**src/sadi_regs.vh**
```
`ifndef SADI_REGS_VH
`define SADI_REGS_VH

// instruction byte fields
`define SADI_DIRECT_BIT 7
`define SADI_RD_BIT 6
`define SADI_WIDE_BIT 5
`define SADI_ADDR_HI 2
`define SADI_GAIN_HI 6
`define SADI_GAIN_LO 4
`define SADI_CHAN_HI 3
`define SADI_SE_BIT 3
`define SADI_REV_BIT 2

// synchroniser reset levels: select rests high through its pull-up
`define SADI_SYNC_IDLE 6'h02

// bit counts
`define SADI_BYTE_BITS 4'h8
`define SADI_WORD_BITS 5'h10

// register indices
`define SADI_REG_RES_LO 3'h0
`define SADI_REG_RES_HI 3'h1
`define SADI_REG_STATUS 3'h2
`define SADI_REG_MODE 3'h6
`define SADI_REG_REFOSC 3'h7
`define SADI_MSB_FIRST_BIT 0
`define SADI_OSC_EN_BIT 3
`define SADI_REG_RESET 8'h00

// conversion timing
`define SADI_CONV_TICKS 5'h10
`define SADI_OSC_DIV 4'h9

// gain in tenths
`define SADI_GAIN_0 8'h0a
`define SADI_GAIN_1 8'h12
`define SADI_GAIN_2 8'h24
`define SADI_GAIN_3 8'h2d
`define SADI_GAIN_4 8'h48
`define SADI_GAIN_5 8'h5a
`define SADI_GAIN_6 8'h90
`define SADI_GAIN_7 8'hb4

// result limits
`define SADI_SE_MAX 12'h7ff
`define SADI_SE_MIN 12'h000

`endif

```
**src/sadi_conv.v**
```verilog
`timescale 1ns/1ps
`default_nettype none
`include "sadi_regs.vh"

module sadi_conv (
  // clock and reset
  input wire clk_sys_in,
  input wire rst_b_in,
  input wire ce_in,
  // command
  input wire start_in,
  input wire [2:0] gain_code_in,
  input wire [3:0] chan_code_in,
  // conversion clock
  input wire conv_clock_source_select_in,
  input wire ext_tick_in,
  input wire osc_en_in,
  // front end
  input wire [11:0] adc_raw_in,
  output reg [2:0] mux_pos_out,
  output reg [2:0] mux_neg_out,
  output reg mux_neg_gnd_out,
  output reg [7:0] gain_x10_out,
  // result
  output reg busy_out,
  output reg done_out,
  output reg overflow_out,
  output reg [11:0] result_out
);

  reg [3:0] div_cnt;
  reg [4:0] tick_cnt;
  reg single_ended;
  reg [7:0] next_gain;
  wire int_tick;
  wire tick;

  // ----------------------------------------
  // conversion clock
  // ----------------------------------------
  assign int_tick = osc_en_in && (div_cnt == `SADI_OSC_DIV);
  assign tick = conv_clock_source_select_in ? int_tick : ext_tick_in;

  always @(posedge clk_sys_in or negedge rst_b_in) begin
    if (!rst_b_in) begin
      div_cnt <= 4'h0;
    end else if (ce_in) begin
      if (!osc_en_in || int_tick) begin
        div_cnt <= 4'h0;
      end else begin
        div_cnt <= div_cnt + 4'h1;
      end
    end
  end

  always @* begin
    case (gain_code_in)
      3'h0: next_gain = `SADI_GAIN_0;
      3'h1: next_gain = `SADI_GAIN_1;
      3'h2: next_gain = `SADI_GAIN_2;
      3'h3: next_gain = `SADI_GAIN_3;
      3'h4: next_gain = `SADI_GAIN_4;
      3'h5: next_gain = `SADI_GAIN_5;
      3'h6: next_gain = `SADI_GAIN_6;
      default: next_gain = `SADI_GAIN_7;
    endcase
  end

  // ----------------------------------------
  // conversion sequence
  // ----------------------------------------
  always @(posedge clk_sys_in or negedge rst_b_in) begin
    if (!rst_b_in) begin
      busy_out <= 1'b0;
      done_out <= 1'b0;
      overflow_out <= 1'b0;
      result_out <= 12'h000;
      tick_cnt <= 5'h00;
      single_ended <= 1'b0;
      mux_pos_out <= 3'h0;
      mux_neg_out <= 3'h1;
      mux_neg_gnd_out <= 1'b0;
      gain_x10_out <= `SADI_GAIN_0;
    end else if (ce_in) begin
      done_out <= 1'b0;
      if (start_in && !busy_out) begin
        busy_out <= 1'b1;
        tick_cnt <= 5'h00;
        gain_x10_out <= next_gain;
        single_ended <= chan_code_in[`SADI_SE_BIT];
        if (chan_code_in[`SADI_SE_BIT]) begin
          mux_pos_out <= chan_code_in[2:0];
          mux_neg_out <= 3'h0;
          mux_neg_gnd_out <= 1'b1;
        end else begin
          mux_neg_gnd_out <= 1'b0;
          mux_pos_out <= {chan_code_in[1:0], chan_code_in[`SADI_REV_BIT]};
          mux_neg_out <= {chan_code_in[1:0], ~chan_code_in[`SADI_REV_BIT]};
        end
      end else if (busy_out && tick) begin
        if (tick_cnt == `SADI_CONV_TICKS - 5'h01) begin
          busy_out <= 1'b0;
          done_out <= 1'b1;
          if (single_ended) begin
            overflow_out <= adc_raw_in[11];
            result_out <= adc_raw_in[11] ? `SADI_SE_MIN : {1'b0, adc_raw_in[10:0]};
          end else begin
            overflow_out <= 1'b0;
            result_out <= adc_raw_in;
          end
        end
        tick_cnt <= tick_cnt + 5'h01;
      end
    end
  end

endmodule
`default_nettype wire

```
**src/sadi_top.v**
```verilog
`timescale 1ns/1ps
`default_nettype none
`include "sadi_regs.vh"

module sadi_top (
  // clock and reset
  input wire clk_sys_in,
  input wire rst_b_in,
  input wire ce_in,
  // serial link
  input wire sclk_in,
  input wire cs_b_in,
  input wire serial_cmd_in,
  input wire edge_select_in,
  output wire serial_result_out,
  output wire serial_result_oe_b_out,
  // conversion clock
  input wire conv_clock_source_select_in,
  input wire conversion_clock_in,
  // analog front end
  input wire [11:0] adc_raw_in,
  output wire [2:0] mux_pos_out,
  output wire [2:0] mux_neg_out,
  output wire mux_neg_gnd_out,
  output wire [7:0] gain_x10_out,
  // status
  output wire busy_out,
  output wire overflow_out,
  output wire msb_first_order_mode_out,
  output wire osc_en_out
);

  localparam ST_INSTR = 3'b001;
  localparam ST_WDATA = 3'b010;
  localparam ST_RDATA = 3'b100;
  localparam NSYNC = 6;
  localparam [NSYNC-1:0] SYNC_IDLE = `SADI_SYNC_IDLE;

  wire [NSYNC-1:0] async_in;
  reg [NSYNC-1:0] sync_a;
  reg [NSYNC-1:0] sync_b;
  reg sclk_d;
  reg conversion_clock_d;
  wire sclk_s;
  wire cs_b_s;
  wire sdi_s;
  wire edge_s;
  wire src_s;
  wire conversion_clock_s;
  wire cap_edge;
  wire launch_edge;
  wire active;

  reg [2:0] state;
  reg [4:0] bit_cnt;
  reg [15:0] in_sr;
  reg [15:0] out_sr;
  reg skip_launch;
  reg wide;
  reg [2:0] addr;
  reg [7:0] regs [0:7];
  reg start;
  reg [2:0] cmd_gain;
  reg [3:0] cmd_chan;
  wire [7:0] byte_in;
  wire [15:0] word_in;
  wire [4:0] len;
  wire [2:0] addr_nx;
  wire msb_first;
  wire conv_done;
  wire [11:0] conv_result;

  // ----------------------------------------
  // input synchronisers
  // ----------------------------------------
  assign async_in = {conversion_clock_in, conv_clock_source_select_in, edge_select_in,
                     serial_cmd_in, cs_b_in, sclk_in};

  genvar gi;
  generate
    for (gi = 0; gi < NSYNC; gi = gi + 1) begin : g_sync
      always @(posedge clk_sys_in or negedge rst_b_in) begin
        if (!rst_b_in) begin
          // idle levels, so no false select or edge follows reset
          sync_a[gi] <= SYNC_IDLE[gi];
          sync_b[gi] <= SYNC_IDLE[gi];
        end else if (ce_in) begin
          sync_a[gi] <= async_in[gi];
          sync_b[gi] <= sync_a[gi];
        end
      end
    end
  endgenerate

  assign sclk_s = sync_b[0];
  assign cs_b_s = sync_b[1];
  assign sdi_s = sync_b[2];
  assign edge_s = sync_b[3];
  assign src_s = sync_b[4];
  assign conversion_clock_s = sync_b[5];

  always @(posedge clk_sys_in or negedge rst_b_in) begin
    if (!rst_b_in) begin
      sclk_d <= 1'b0;
      conversion_clock_d <= 1'b0;
    end else if (ce_in) begin
      sclk_d <= sclk_s;
      conversion_clock_d <= conversion_clock_s;
    end
  end

  // ----------------------------------------
  // edge selection
  // ----------------------------------------
  assign active = !cs_b_s;
  assign cap_edge = active && (edge_s ? (sclk_s && !sclk_d) : (!sclk_s && sclk_d));
  assign launch_edge = active && (edge_s ? (!sclk_s && sclk_d) : (sclk_s && !sclk_d));

  // ----------------------------------------
  // shifter and decode
  // ----------------------------------------
  assign byte_in = {in_sr[6:0], sdi_s};
  assign word_in = {in_sr[14:0], sdi_s};
  assign len = wide ? `SADI_WORD_BITS : {1'b0, `SADI_BYTE_BITS};
  assign addr_nx = addr + 3'h1;
  assign msb_first = regs[`SADI_REG_MODE][`SADI_MSB_FIRST_BIT];

  always @(posedge clk_sys_in or negedge rst_b_in) begin
    if (!rst_b_in) begin
      state <= ST_INSTR;
      bit_cnt <= 5'h00;
      in_sr <= 16'h0000;
      out_sr <= 16'h0000;
      skip_launch <= 1'b0;
      wide <= 1'b0;
      addr <= 3'h0;
      start <= 1'b0;
      cmd_gain <= 3'h0;
      cmd_chan <= 4'h0;
    end else if (ce_in) begin
      start <= 1'b0;
      if (!active) begin
        state <= ST_INSTR;
        bit_cnt <= 5'h00;
        skip_launch <= 1'b0;
      end else if (cap_edge) begin
        in_sr <= word_in;
        bit_cnt <= bit_cnt + 5'h01;
        case (state)
          ST_INSTR: begin
            if (bit_cnt == {1'b0, `SADI_BYTE_BITS} - 5'h01) begin
              bit_cnt <= 5'h00;
              if (byte_in[`SADI_DIRECT_BIT]) begin
                start <= 1'b1;
                cmd_gain <= byte_in[`SADI_GAIN_HI:`SADI_GAIN_LO];
                cmd_chan <= byte_in[`SADI_CHAN_HI:0];
              end else begin
                wide <= byte_in[`SADI_WIDE_BIT];
                addr <= byte_in[`SADI_ADDR_HI:0];
                if (byte_in[`SADI_RD_BIT]) begin
                  state <= ST_RDATA;
                  skip_launch <= 1'b1;
                  if (!byte_in[`SADI_WIDE_BIT]) begin
                    out_sr <= {regs[byte_in[`SADI_ADDR_HI:0]], 8'h00};
                  end else if (msb_first) begin
                    out_sr <= {regs[byte_in[`SADI_ADDR_HI:0] + 3'h1],
                               regs[byte_in[`SADI_ADDR_HI:0]]};
                  end else begin
                    out_sr <= {regs[byte_in[`SADI_ADDR_HI:0]],
                               regs[byte_in[`SADI_ADDR_HI:0] + 3'h1]};
                  end
                end else begin
                  state <= ST_WDATA;
                end
              end
            end
          end
          ST_WDATA: begin
            if (bit_cnt == len - 5'h01) begin
              bit_cnt <= 5'h00;
              state <= ST_INSTR;
            end
          end
          ST_RDATA: begin
            if (bit_cnt == len - 5'h01) begin
              bit_cnt <= 5'h00;
              state <= ST_INSTR;
            end
          end
          default: begin
            state <= ST_INSTR;
            bit_cnt <= 5'h00;
          end
        endcase
      end else if (launch_edge && (state == ST_RDATA)) begin
        skip_launch <= 1'b0;
        if (!skip_launch) begin
          out_sr <= {out_sr[14:0], 1'b0};
        end
      end
    end
  end

  // ----------------------------------------
  // register storage
  // ----------------------------------------
  wire wr_done;
  assign wr_done = active && cap_edge && (state == ST_WDATA) && (bit_cnt == len - 5'h01);

  genvar ri;
  generate
    for (ri = 0; ri < 8; ri = ri + 1) begin : g_reg
      always @(posedge clk_sys_in or negedge rst_b_in) begin
        if (!rst_b_in) begin
          regs[ri] <= 8'h00;
        end else if (ce_in) begin
          if (ri == `SADI_REG_RES_LO && conv_done) begin
            regs[ri] <= conv_result[7:0];
          end else if (ri == `SADI_REG_RES_HI && conv_done) begin
            regs[ri] <= {{4{conv_result[11]}}, conv_result[11:8]};
          end else if (ri == `SADI_REG_STATUS) begin
            regs[ri] <= {6'h00, overflow_out, busy_out};
          end else if (wr_done && !wide && addr == `SADI_REG_RES_LO &&
                       byte_in == `SADI_REG_RESET) begin
            regs[ri] <= 8'h00;
          end else if (wr_done && ri > `SADI_REG_STATUS) begin
            if (!wide && addr == ri) begin
              regs[ri] <= byte_in;
            end else if (wide && addr == ri) begin
              regs[ri] <= msb_first ? word_in[7:0] : word_in[15:8];
            end else if (wide && addr_nx == ri) begin
              regs[ri] <= msb_first ? word_in[15:8] : word_in[7:0];
            end
          end
        end
      end
    end
  endgenerate

  // ----------------------------------------
  // conversion engine
  // ----------------------------------------
  sadi_conv u_conv (
    .clk_sys_in(clk_sys_in),
    .rst_b_in(rst_b_in),
    .ce_in(ce_in),
    .start_in(start),
    .gain_code_in(cmd_gain),
    .chan_code_in(cmd_chan),
    .conv_clock_source_select_in(src_s),
    .ext_tick_in(conversion_clock_s && !conversion_clock_d),
    .osc_en_in(osc_en_out),
    .adc_raw_in(adc_raw_in),
    .mux_pos_out(mux_pos_out),
    .mux_neg_out(mux_neg_out),
    .mux_neg_gnd_out(mux_neg_gnd_out),
    .gain_x10_out(gain_x10_out),
    .busy_out(busy_out),
    .done_out(conv_done),
    .overflow_out(overflow_out),
    .result_out(conv_result)
  );

  // ----------------------------------------
  // outputs
  // ----------------------------------------
  assign serial_result_out = out_sr[15];
  assign serial_result_oe_b_out = cs_b_s;
  assign msb_first_order_mode_out = msb_first;
  assign osc_en_out = regs[`SADI_REG_REFOSC][`SADI_OSC_EN_BIT];

endmodule
`default_nettype wire

```
**config.mk**
```make
export PLATFORM = sky130hd
export DESIGN_NAME = sadi_top
export DESIGN_NICKNAME = d
export VERILOG_FILES = /design/src/sadi_conv.v /design/src/sadi_top.v
export VERILOG_INCLUDE_DIRS = /design/src
export SDC_FILE = /design/constraint.sdc
export NUM_CORES = 1
export LEC_CHECK = 0
export BUFFER_PORTS_ARGS = -buffer_cell sky130_fd_sc_hd__buf_2
export CAP_MARGIN = 10
export CORE_MARGIN = 2
export CORE_UTILIZATION = 40
export CTS_CLUSTER_DIAMETER = 40
export DETAILED_ROUTE_END_ITERATION = 6
export GPL_TIMING_DRIVEN = 1
export SLEW_MARGIN = 25
export SYNTH_ARGS = -nofsm -noshare
export SYNTH_HDL_FRONTEND = slang
export SYNTH_SLANG_ARGS = --single-unit
```
**constraint.sdc**
```tcl
create_clock -name clk_sys_in -period 8.5 [get_ports clk_sys_in]
set_input_delay 1.7 -clock clk_sys_in [delete_from_list [all_inputs] [get_ports clk_sys_in]]
set_output_delay 1.7 -clock clk_sys_in [all_outputs]
set_load 0.03 [all_outputs]
```
== Yosys cells after proc, flatten, opt, wreduce, memory -nomap -nowiden ==
Index checks and enable logic that the tools add are counted.
Widths: inputs -> output; s select.

* Output and inout bits: 21
* Bits in registers: 164
* Input bits: 21
* Word-level logic and storage cells: 252

* $add $sub $neg: 6
* Equality and inequality tests: 35
* Bitwise logic cells: 6
* Multiplexer cells: 89
* $lt $le $gt $ge: 2
* Reduce and logical (&&, ||, !) cells: 71

{| class="wikitable"
|+ Operators with widths
! cell !! number
|-
| $mux 8 || 34
|-
| $mux 16 || 9
|-
| $pmux 8 s7 || 1
|-
| $bmux 8 s3 || 2
|-
| $eq 3x3->1 const B || 12
|-
| $mux 5 || 7
|-
| $logic_and 1x1->1 || 30
|-
| $mux 3 || 8
|-
| $mux 1 || 23
|-
| $reduce_and 3->1 || 7
|-
| $reduce_bool 4->1 || 5
|-
| $reduce_and 6->1 || 3
|-
| $eq 3x2->1 const B || 5
|-
| $mux 12 || 1
|-
| $reduce_bool 2->1 || 6
|-
| $mux 11 || 1
|-
| $add 5x1->5 const B || 2
|-
| $pmux 5 s2 || 1
|-
| $ne 3x2->1 const B || 3
|-
| $ne 3x3->1 const B || 3
|-
| $ge 4x4->1 const B || 2
|-
| $logic_not 8->1 || 1
|-
| $not 3->4 || 2
|-
| $reduce_and 2->1 || 4
|-
| 22 further kinds || 37
|}

== Logic depth before layout (Yosys ltp) ==
Gate-level depths: netlist of the first run.

* Word-level depth: 12
* Mapped depth: 12
* Depth with buffers taken out: 7

== Cells and area by module ==
From an unflattened synthesis of the first run, not the netlist that was laid out.

* Cells, all modules: 862
* Area, all modules: 8638.3 um^2

{| class="wikitable"
|+ Modules (own cells, without submodules)
! module !! instances !! area an instance (um^2) !! seq. area each (um^2) !! cells an instance
|-
| sadi_top || 1 || 6837.8 || 3006.6 || 692
|-
| sadi_conv || 1 || 1800.5 || 954.7 || 170
|}

== Least setup slack after synthesis of the first run ==
No wires, ideal clock.

* Path type: in2reg
* Start point: input ce_in
* End point: register cmd_chan[3]
* Slack: 5.354 ns
* Arrival time: 3.021 ns
* Library setup time: 0.125 ns
* Stages: 4
* Path buffers: 1
* Required time: 8.375 ns
* Cell sequence: clkbuf_1 -> o21ai_2 -> nor4_4 -> mux2_4

* Cells in the longest elaborated chain, start to end: 1

{| class="wikitable"
|+ RTL lines
! item !! line !! RTL
|-
| from (decl) || sadi_top.v:9 || <nowiki>input wire ce_in,</nowiki>
|-
| $reduce_and 6->1 (no source line) || n/a ||
|-
| to (signal assigned) || sadi_top.v:156 || <nowiki>cmd_chan <= byte_in[`SADI_CHAN_HI:0];</nowiki>
|-
| to (decl) || sadi_top.v:64 || <nowiki>reg [3:0] cmd_chan;</nowiki>
|}

No other way between the ends.
A chain may end at the register's enable or synchronous reset.

== Worst setup path after layout of the first run ==
* Start point: register sync_b[2], in the netlist sdi_s
* End point: register out_sr[14]

* Cells in the longest elaborated chain, start to end: 12
* Elaborated cells between the ends (all ways): 16
* Classes of those cells: 1 x add/sub; 13 x mux; 2 x bitwise

{| class="wikitable"
|+ RTL lines
! item !! line !! RTL
|-
| from (decl) || sadi_top.v:41 || <nowiki>reg [NSYNC-1:0] sync_b;</nowiki>
|-
| from (signal, indexed assignment) || sadi_top.v:86 || <nowiki>sync_b[gi] <= SYNC_IDLE[gi];</nowiki>
|-
| from (signal, indexed assignment) || sadi_top.v:89 || <nowiki>sync_b[gi] <= sync_a[gi];</nowiki>
|-
| $add 3x1->3 || sadi_top.v:166 || <nowiki>out_sr <= {regs[byte_in[`SADI_ADDR_HI:0] + 3'h1],</nowiki>
|-
| $not 3->4 || sadi_top.v:166 ||
|-
| $bmux 8 s3 || sadi_top.v:166 ||
|-
| $mux 8 (2 in a row) || sadi_top.v:166 ||
|-
| $mux 16 || sadi_top.v:165 || <nowiki>end else if (msb_first) begin</nowiki>
|-
| $mux 16 * || sadi_top.v:163 || <nowiki>if (!byte_in[`SADI_WIDE_BIT]) begin</nowiki>
|-
| $mux 16 * || sadi_top.v:160 || <nowiki>if (byte_in[`SADI_RD_BIT]) begin</nowiki>
|-
| $mux 16 * || sadi_top.v:153 || <nowiki>if (byte_in[`SADI_DIRECT_BIT]) begin</nowiki>
|-
| $mux 16 * || sadi_top.v:151 || <nowiki>if (bit_cnt == {1'b0, `SADI_BYTE_BITS} - 5'h01) begin</nowiki>
|-
| $mux 16 * || sadi_top.v:149 || <nowiki>case (state)</nowiki>
|-
| $mux 16 * || sadi_top.v:146 || <nowiki>end else if (cap_edge) begin</nowiki>
|-
| to (signal assigned) || sadi_top.v:164 || <nowiki>out_sr <= {regs[byte_in[`SADI_ADDR_HI:0]], 8'h00};</nowiki>
|-
| to (signal assigned) || sadi_top.v:166 ||
|-
| to (signal assigned) || sadi_top.v:169 || <nowiki>out_sr <= {regs[byte_in[`SADI_ADDR_HI:0]],</nowiki>
|-
| to (decl) || sadi_top.v:57 || <nowiki>reg [15:0] out_sr;</nowiki>
|}

Mark *: on every way between the ends. The rest lies on a longest branch, timed or not. The select of a mux whose other input is x is not followed.

==> results of run 1 <==
-- logic make-up after synthesis --
group | Yosys count | synth area share (%)
DFF | 158 | 46.6
AOI/OAI and AO/OA | 215 | 17.2
muxes | 113 | 15.1
xor gates and xnor gates | 7 | 0.809
and+or+nand+nor | 228 | 13.7
buffers and inverters | 105 | 5.27
adders and majority gates | 9 | 1.32
-- Yosys cell counts (10+ instances only) --
master     number  area share [%]
nand2b_1       14             1.0
nor2_1         30             1.3
a31oi_1        16             1.2
clkbuf_1       32             1.4
o22ai_1        33             2.4
nand2_1       103             4.5
a2111oi_0      10             1.0
mux2_2         28             3.7
nor2b_1        18             1.3
inv_1          46             2.0
o31ai_1        10            0.88
o21ai_0        63             3.7
a21oi_1        12            0.71
dfrtp_1       152              45
mux2i_1        71             8.4
a22o_1         16             1.6
nand3_1        13            0.76
buf_2          10            0.59
-- worst max-delay path: stages (launching register included) --
cell and delay, ps:
dfrtp_2 340, buf_4 550, inv_1 450, ha_1 540, buf_4 390, nor2b_1 80
a2111oi_0 690, nor4_1 160, a21boi_0 250, o31ai_2 100
-- power breakdown --
group	total (W)	switching [W]	internal (W)
Sequential	0.000923	0.0000977	0.000825
Combinational	0.000540	0.000319	0.000221
Clock	0.000815	0.000341	0.000474
Total	0.00228	0.000758	0.00152
-- routing by layer --
layer  wire [um]  up-vias  global-route usage, %
met3         645       23                   3.63
met2       10400      115                   32.6
met4         321        0                   5.38
met5           0        -                      0
met1        9890     3171                   27.1
li1            -     3044                      -
-- final cells by class --
cell class	instances	share of cell area, %
Clock buffer	17	4.47
Clock inverter	15	2.13
Inverter	46	1.81
Multi-Input combinational cell	572	43.2
Sequential cell	158	41.6
Tap cell	275	3.62
Timing Repair Buffer	52	3.13
-- sequential cells by signal, indices dropped and copies added (netlist names), 3 cells and up --
| name | count |
|---|---|
| regs | 52 |
| out_sr | 16 |
| in_sr | 15 |
| u_conv.result_out | 12 |
| u_conv.gain_x10_out | 7 |
| sync_a | 6 |
| bit_cnt | 5 |
| u_conv.tick_cnt | 5 |
| cmd_chan | 4 |
| u_conv.div_cnt | 4 |
| addr | 3 |
| cmd_gain | 3 |
| state | 3 |
| u_conv.mux_neg_out | 3 |
| u_conv.mux_pos_out | 3 |
-- worst max-delay path by stage --
stage | start | depth (start not counted) | end
after detailed placement | ce_in | 4 | cmd_chan[2]$_DFFE_PN0P_
after global placement | ce_in | 4 | cmd_chan[1]$_DFFE_PN0P_
after CTS | sdi_s$_DFFE_PN0P_ | 9 | out_sr[14]$_DFFE_PN0P_
after global routing | sdi_s$_DFFE_PN0P_ | 9 | out_sr[13]$_DFFE_PN0P_
after floorplan | ce_in | 4 | cmd_chan[3]$_DFFE_PN0P_
final | sdi_s$_DFFE_PN0P_ | 9 | out_sr[14]$_DFFE_PN0P_
-- placed cells by master, fill, tap and decap left out, drive strengths merged, types with 5 or more instances in the layout --
cell	instances
nor2	30
o31ai	12
dfstp	6
o2111a	5
a21oi	17
a21boi	6
buf	52
nor4	9
nand2b	14
nand3	14
mux2i	72
mux4	7
and2	8
a2111oi	10
clkbuf	17
nor2b	18
dfrtp	152
a22oi	5
o21ai	68
o22ai	33
nand2	103
inv	53
a31oi	16
nor3	8
a22o	16
ha	9
mux2	34
-- stage by stage --
stage                     setup WS [ps]  cell area (um^2)
after global routing               4600              9520
after detailed placement           4460              8860
after global placement             4540              8860
final                              4800              9520
after CTS                          4910              9490
after floorplan                    5350              8510
==> impl_metrics.json, run 1 <==
{
  "layout_min_cycle_time_ps": 3700,
  "nFillCells": 2036,
  "grt_usage_pct": 19.9,
  "holdCritPathClass": "flop to flop",
  "skew_ps": 12.4,
  "seqCellArea_mm2": 0.00396,
  "rows": 53,
  "worstSkewPairLatency_ps": 430,
  "final_util_pct": 45.4,
  "max_slew.worst_pin.slew_ps": 969,
  "cts_buffers": 17,
  "ant_nets": 0,
  "tns_ps": 0,
  "htree_levels": 4,
  "antenna_cells": 0,
  "cts_resized": 0,
  "rsz0062_at_grt": "false",
  "vias": 6353,
  "port_buffers": 41,
  "grt_pass1_wl_um": 34500,
  "viasPerCell": 5.60,
  "postCtsHoldBufs": 0,
  "cp_data_required_time_ps": 8790,
  "critPathKind": "flop to flop",
  "multi_input_area_mm2": 0.00411,
  "syn_to_final_growth_pct": 11.9,
  "drv_slew": 0,
  "p_total_w": 0.00228,
  "max_freq_ghz": 0.270,
  "drt_wl_total_um": 21300,
  "drt_iter0_markers": 408,
  "syn_area_per_cell_um2": 10.2,
  "worstPathArrival_ps": 3990,
  "layout-drive-gt1-share_pct": 18.3,
  "outcome": "completed",
  "min_path_cells": 2,
  "cp-start-kind": "flop",
  "synth_cell_types": 71,
  "core_area_mm2": 0.0210,
  "fp.dieW_um": 150,
  "finalCritPeriodShare_pct": 43.6,
  "cts_tree": "built",
  "cp-end-kind": "flop",
  "hp-start": "u_conv.gain_x10_out[0]$_DFFE_PN0P_",
  "ys.flop_type": "dfrtp_1",
  "leakage_nw": 4.31,
  "grt_max_degree": 93,
  "synth_nets": 865,
  "r2r_setup_slack_ps": 4800,
  "clk_pin_slew_ps": 70,
  "drtPass1Iterations": 5,
  "seq_area_frac_synth_pct": 46.6,
  "ys.warnings.count": 0,
  "synth_area_mm2": 0.00851,
  "maxCapViolations": 0,
  "overflow": 0,
  "cts_setup_buffers": 0,
  "setup_viol": 0,
  "initial_utilization_pct": 40.6,
  "hold_end": "u_conv.gain_x10_out[0]$_DFFE_PN0P_",
  "wl_per_cell_um": 18.7,
  "die_h_um": 150,
  "power_density_mw_per_mm2": 239,
  "cts_num_sinks": 158,
  "syn-instance-count": 835,
  "slew_headroom_pct": 35.4,
  "clock_path_buffers": 2,
  "synth_edf_count": 0,
  "r2r_start": "sdi_s$_DFFE_PN0P_",
  "grt_pass1_vias": 6324,
  "die_area_mm2": 0.0225,
  "dpl.hpwl_um": 14600,
  "grt_antenna_before_repair": 0,
  "stdcell_count": 1135,
  "remaining_drc_errors": 0,
  "rr_endpoint": "out_sr[14]$_DFFE_PN0P_",
  "worstPathMaxFanout": 54,
  "peakVddDrop_v": 0.000120,
  "ios": 42,
  "synthArstFlopShare_pct": 100,
  "gp_congestion": 0.824,
  "hold_viol": 0,
  "dp_cells": 1102,
  "nets": 877,
  "cts-root-buf": "clkbuf_16",
  "reg2reg_depth": 9,
  "timing.hold.ws_ps": 476,
  "yosys_register_bits": 158
}
No activity file was read; power rests on OpenSTA's default activity.
==> inputs of run 2 (changes only) <==
- clock period: 8.5 -> 3.7 ns (I/O delays scaled with it)
==> impl_metrics.json, run 2 (synthesis results as in run 1) <==
{
  "outcome": "completed",
  "holdCritPathClass": "input port to asynchronous set/reset pin",
  "viasPerCell": 5.52,
  "ant_nets": 0,
  "drt_wl_total_um": 20500,
  "dpl-instance-area_mm2": 0.00893,
  "rsz0062_at_grt": "false",
  "cp-start-kind": "flop",
  "layout-drive-gt1-share_pct": 18.5,
  "postCtsHoldBufs": 0,
  "grt_pass1_vias": 6022,
  "fp.dieW_um": 150,
  "grt_max_degree": 69,
  "crit_family": "adder cells",
  "port_buffers": 41,
  "worstPathMaxFanout": 27,
  "worstSkewPairLatency_ps": 430,
  "grt_usage_pct": 19.5,
  "cts_tree": "built",
  "final_cell_mix": "dfrtp_1, nand2_1, mux2i_1, o21ai_0, inv_1",
  "final_area_mm2": 0.00950,
  "cts_num_sinks": 158,
  "syn_to_final_growth_pct": 11.6,
  "peakVddDrop_v": 0.000363,
  "leakage_nw": 4.32,
  "wl_per_cell_um": 18.0,
  "htree_levels": 4,
  "drv_slew": 0,
  "final_util_pct": 45.3,
  "gp_congestion": 0.827,
  "slew_headroom_pct": 44.2,
  "initial_utilization_pct": 40.6,
  "critPathKind": "flop to flop",
  "nets": 883,
  "overflow": 0,
  "clock_path_buffers": 2,
  "die_area_mm2": 0.0225,
  "maxCapViolations": 0,
  "layout_min_cycle_time_ps": 2910,
  "clk_pin_slew_ps": 70,
  "drtPass1Iterations": 5,
  "grt_pass1_wl_um": 33900,
  "vias": 6302,
  "max_flop_register": "regs",
  "drt_iter0_markers": 371,
  "largest_reg_flops": 52,
  "max_stage_delay_ps": 760,
  "cp_data_required_time_ps": 4040,
  "core_area_mm2": 0.0210,
  "rows": 53,
  "hold_viol": 0,
  "crit_buf_inv": 2,
  "critPathSlowestCell": "ha_1",
  "dp_cells": 1109,
  "die_h_um": 150,
  "final_common_cell": "dfrtp_1",
  "finalCritPeriodShare_pct": 78.6,
  "grt_antenna_before_repair": 0,
  "cts_buffers": 17,
  "largestRegisters": "regs: 52 flops, out_sr: 16 flops, in_sr: 15 flops",
  "max_slew.worst_pin.slew_ps": 834,
  "ios": 42,
  "tns_ps": 0,
  "worstPathArrival_ps": 3250,
  "cts-root-buf": "clkbuf_16",
  "setup_viol": 0,
  "stdcell_count": 1141,
  "max_freq_ghz": 0.344,
  "cp-end-kind": "flop",
  "path_cells": "inv_1 -> ha_1 -> buf_4 -> nand2_1 -> o2111a_1 -> nor4_1 -> a21boi_0 -> o31ai_2",
  "multi_input_area_mm2": 0.00410,
  "seqCellArea_mm2": 0.00396,
  "antenna_cells": 0,
  "cts_setup_buffers": 0,
  "nFillCells": 2085,
  "remaining_drc_errors": 0,
  "cts_resized": 0,
  "power_density_mw_per_mm2": 533,
  "dpl.hpwl_um": 14500,
  "skew_ps": 12.3
}
## run 2: changes by cell type in the layout (fill, tap and decap cells not counted), moves of 2 or more
| cell | change |
|---|---|
| inv_6 | +2 |
| inv_8 | -2 |
| bufinv_16 | -2 |
| clkbuf_1 | +2 |
| buf_4 | +6 |
## run 2: final timing paths
check | start | end | slack, ps | cells after the start
max | sdi_s$_DFFE_PN0P_ | out_sr[14]$_DFFE_PN0P_ | 790 | 8
min | rst_b_in | regs[4]$_DFFE_PN0P_ | 310 | 1
max reg2reg | sdi_s$_DFFE_PN0P_ | out_sr[14]$_DFFE_PN0P_ | 790 | 8
min reg2reg | u_conv.gain_x10_out[0]$_DFFE_PN0P_ | u_conv.gain_x10_out[0]$_DFFE_PN0P_ | 470 | 2
max in group asynchronous | rst_b_in | out_sr[9]$_DFFE_PN0P_ | 2460 | 2
min in group clk_sys_in | u_conv.gain_x10_out[0]$_DFFE_PN0P_ | u_conv.gain_x10_out[0]$_DFFE_PN0P_ | 470 | 2
## run 2: layer usage
layer	part of all wire (%)	up-vias	wire, um	track usage (%)
li1	-	3059	-	-
met1	47	3122	9740	27.1
met2	48	95	9850	30.9
met3	2.9	26	597	3.81
met4	1.5	0	317	5.71
met5	0	-	0	0
## run 2: worst reg2reg max path, stage by stage, from the launching register on
cell and delay, ps:
dfrtp_2 400, inv_1 270, ha_1 760, buf_4 310, nand2_1 60, o2111a_1 120
nor4_1 450, a21boi_0 190, o31ai_2 270
## run 2: cell type report
cell class	instances	area share [%]
multi-input cells	572	43.1
flip-flops and latches	158	41.7
clock buffers	20	4.70
repair buffers	58	3.70
well taps	275	3.62
inverters	46	1.82
clock inverters	12	1.29
## run 2: where the power goes
group / internal [W] / total [W] / switching [W]
sequential: 0.00190 / 0.00211 / 0.000217
combinational: 0.000520 / 0.00122 / 0.000697
clock: 0.000962 / 0.00174 / 0.000774
total: 0.00338 / 0.00507 / 0.00169
## run 2: metrics by stage
step           power (W)  setup slack, ps  hold WS (ps)
2_1_floorplan    0.00304             1050           437
3_3_place_gp     0.00333              901           459
3_5_place_dp     0.00335              826           466
4_1_cts          0.00511              792           340
5_1_grt          0.00536              521           374
6_report         0.00507              791           306
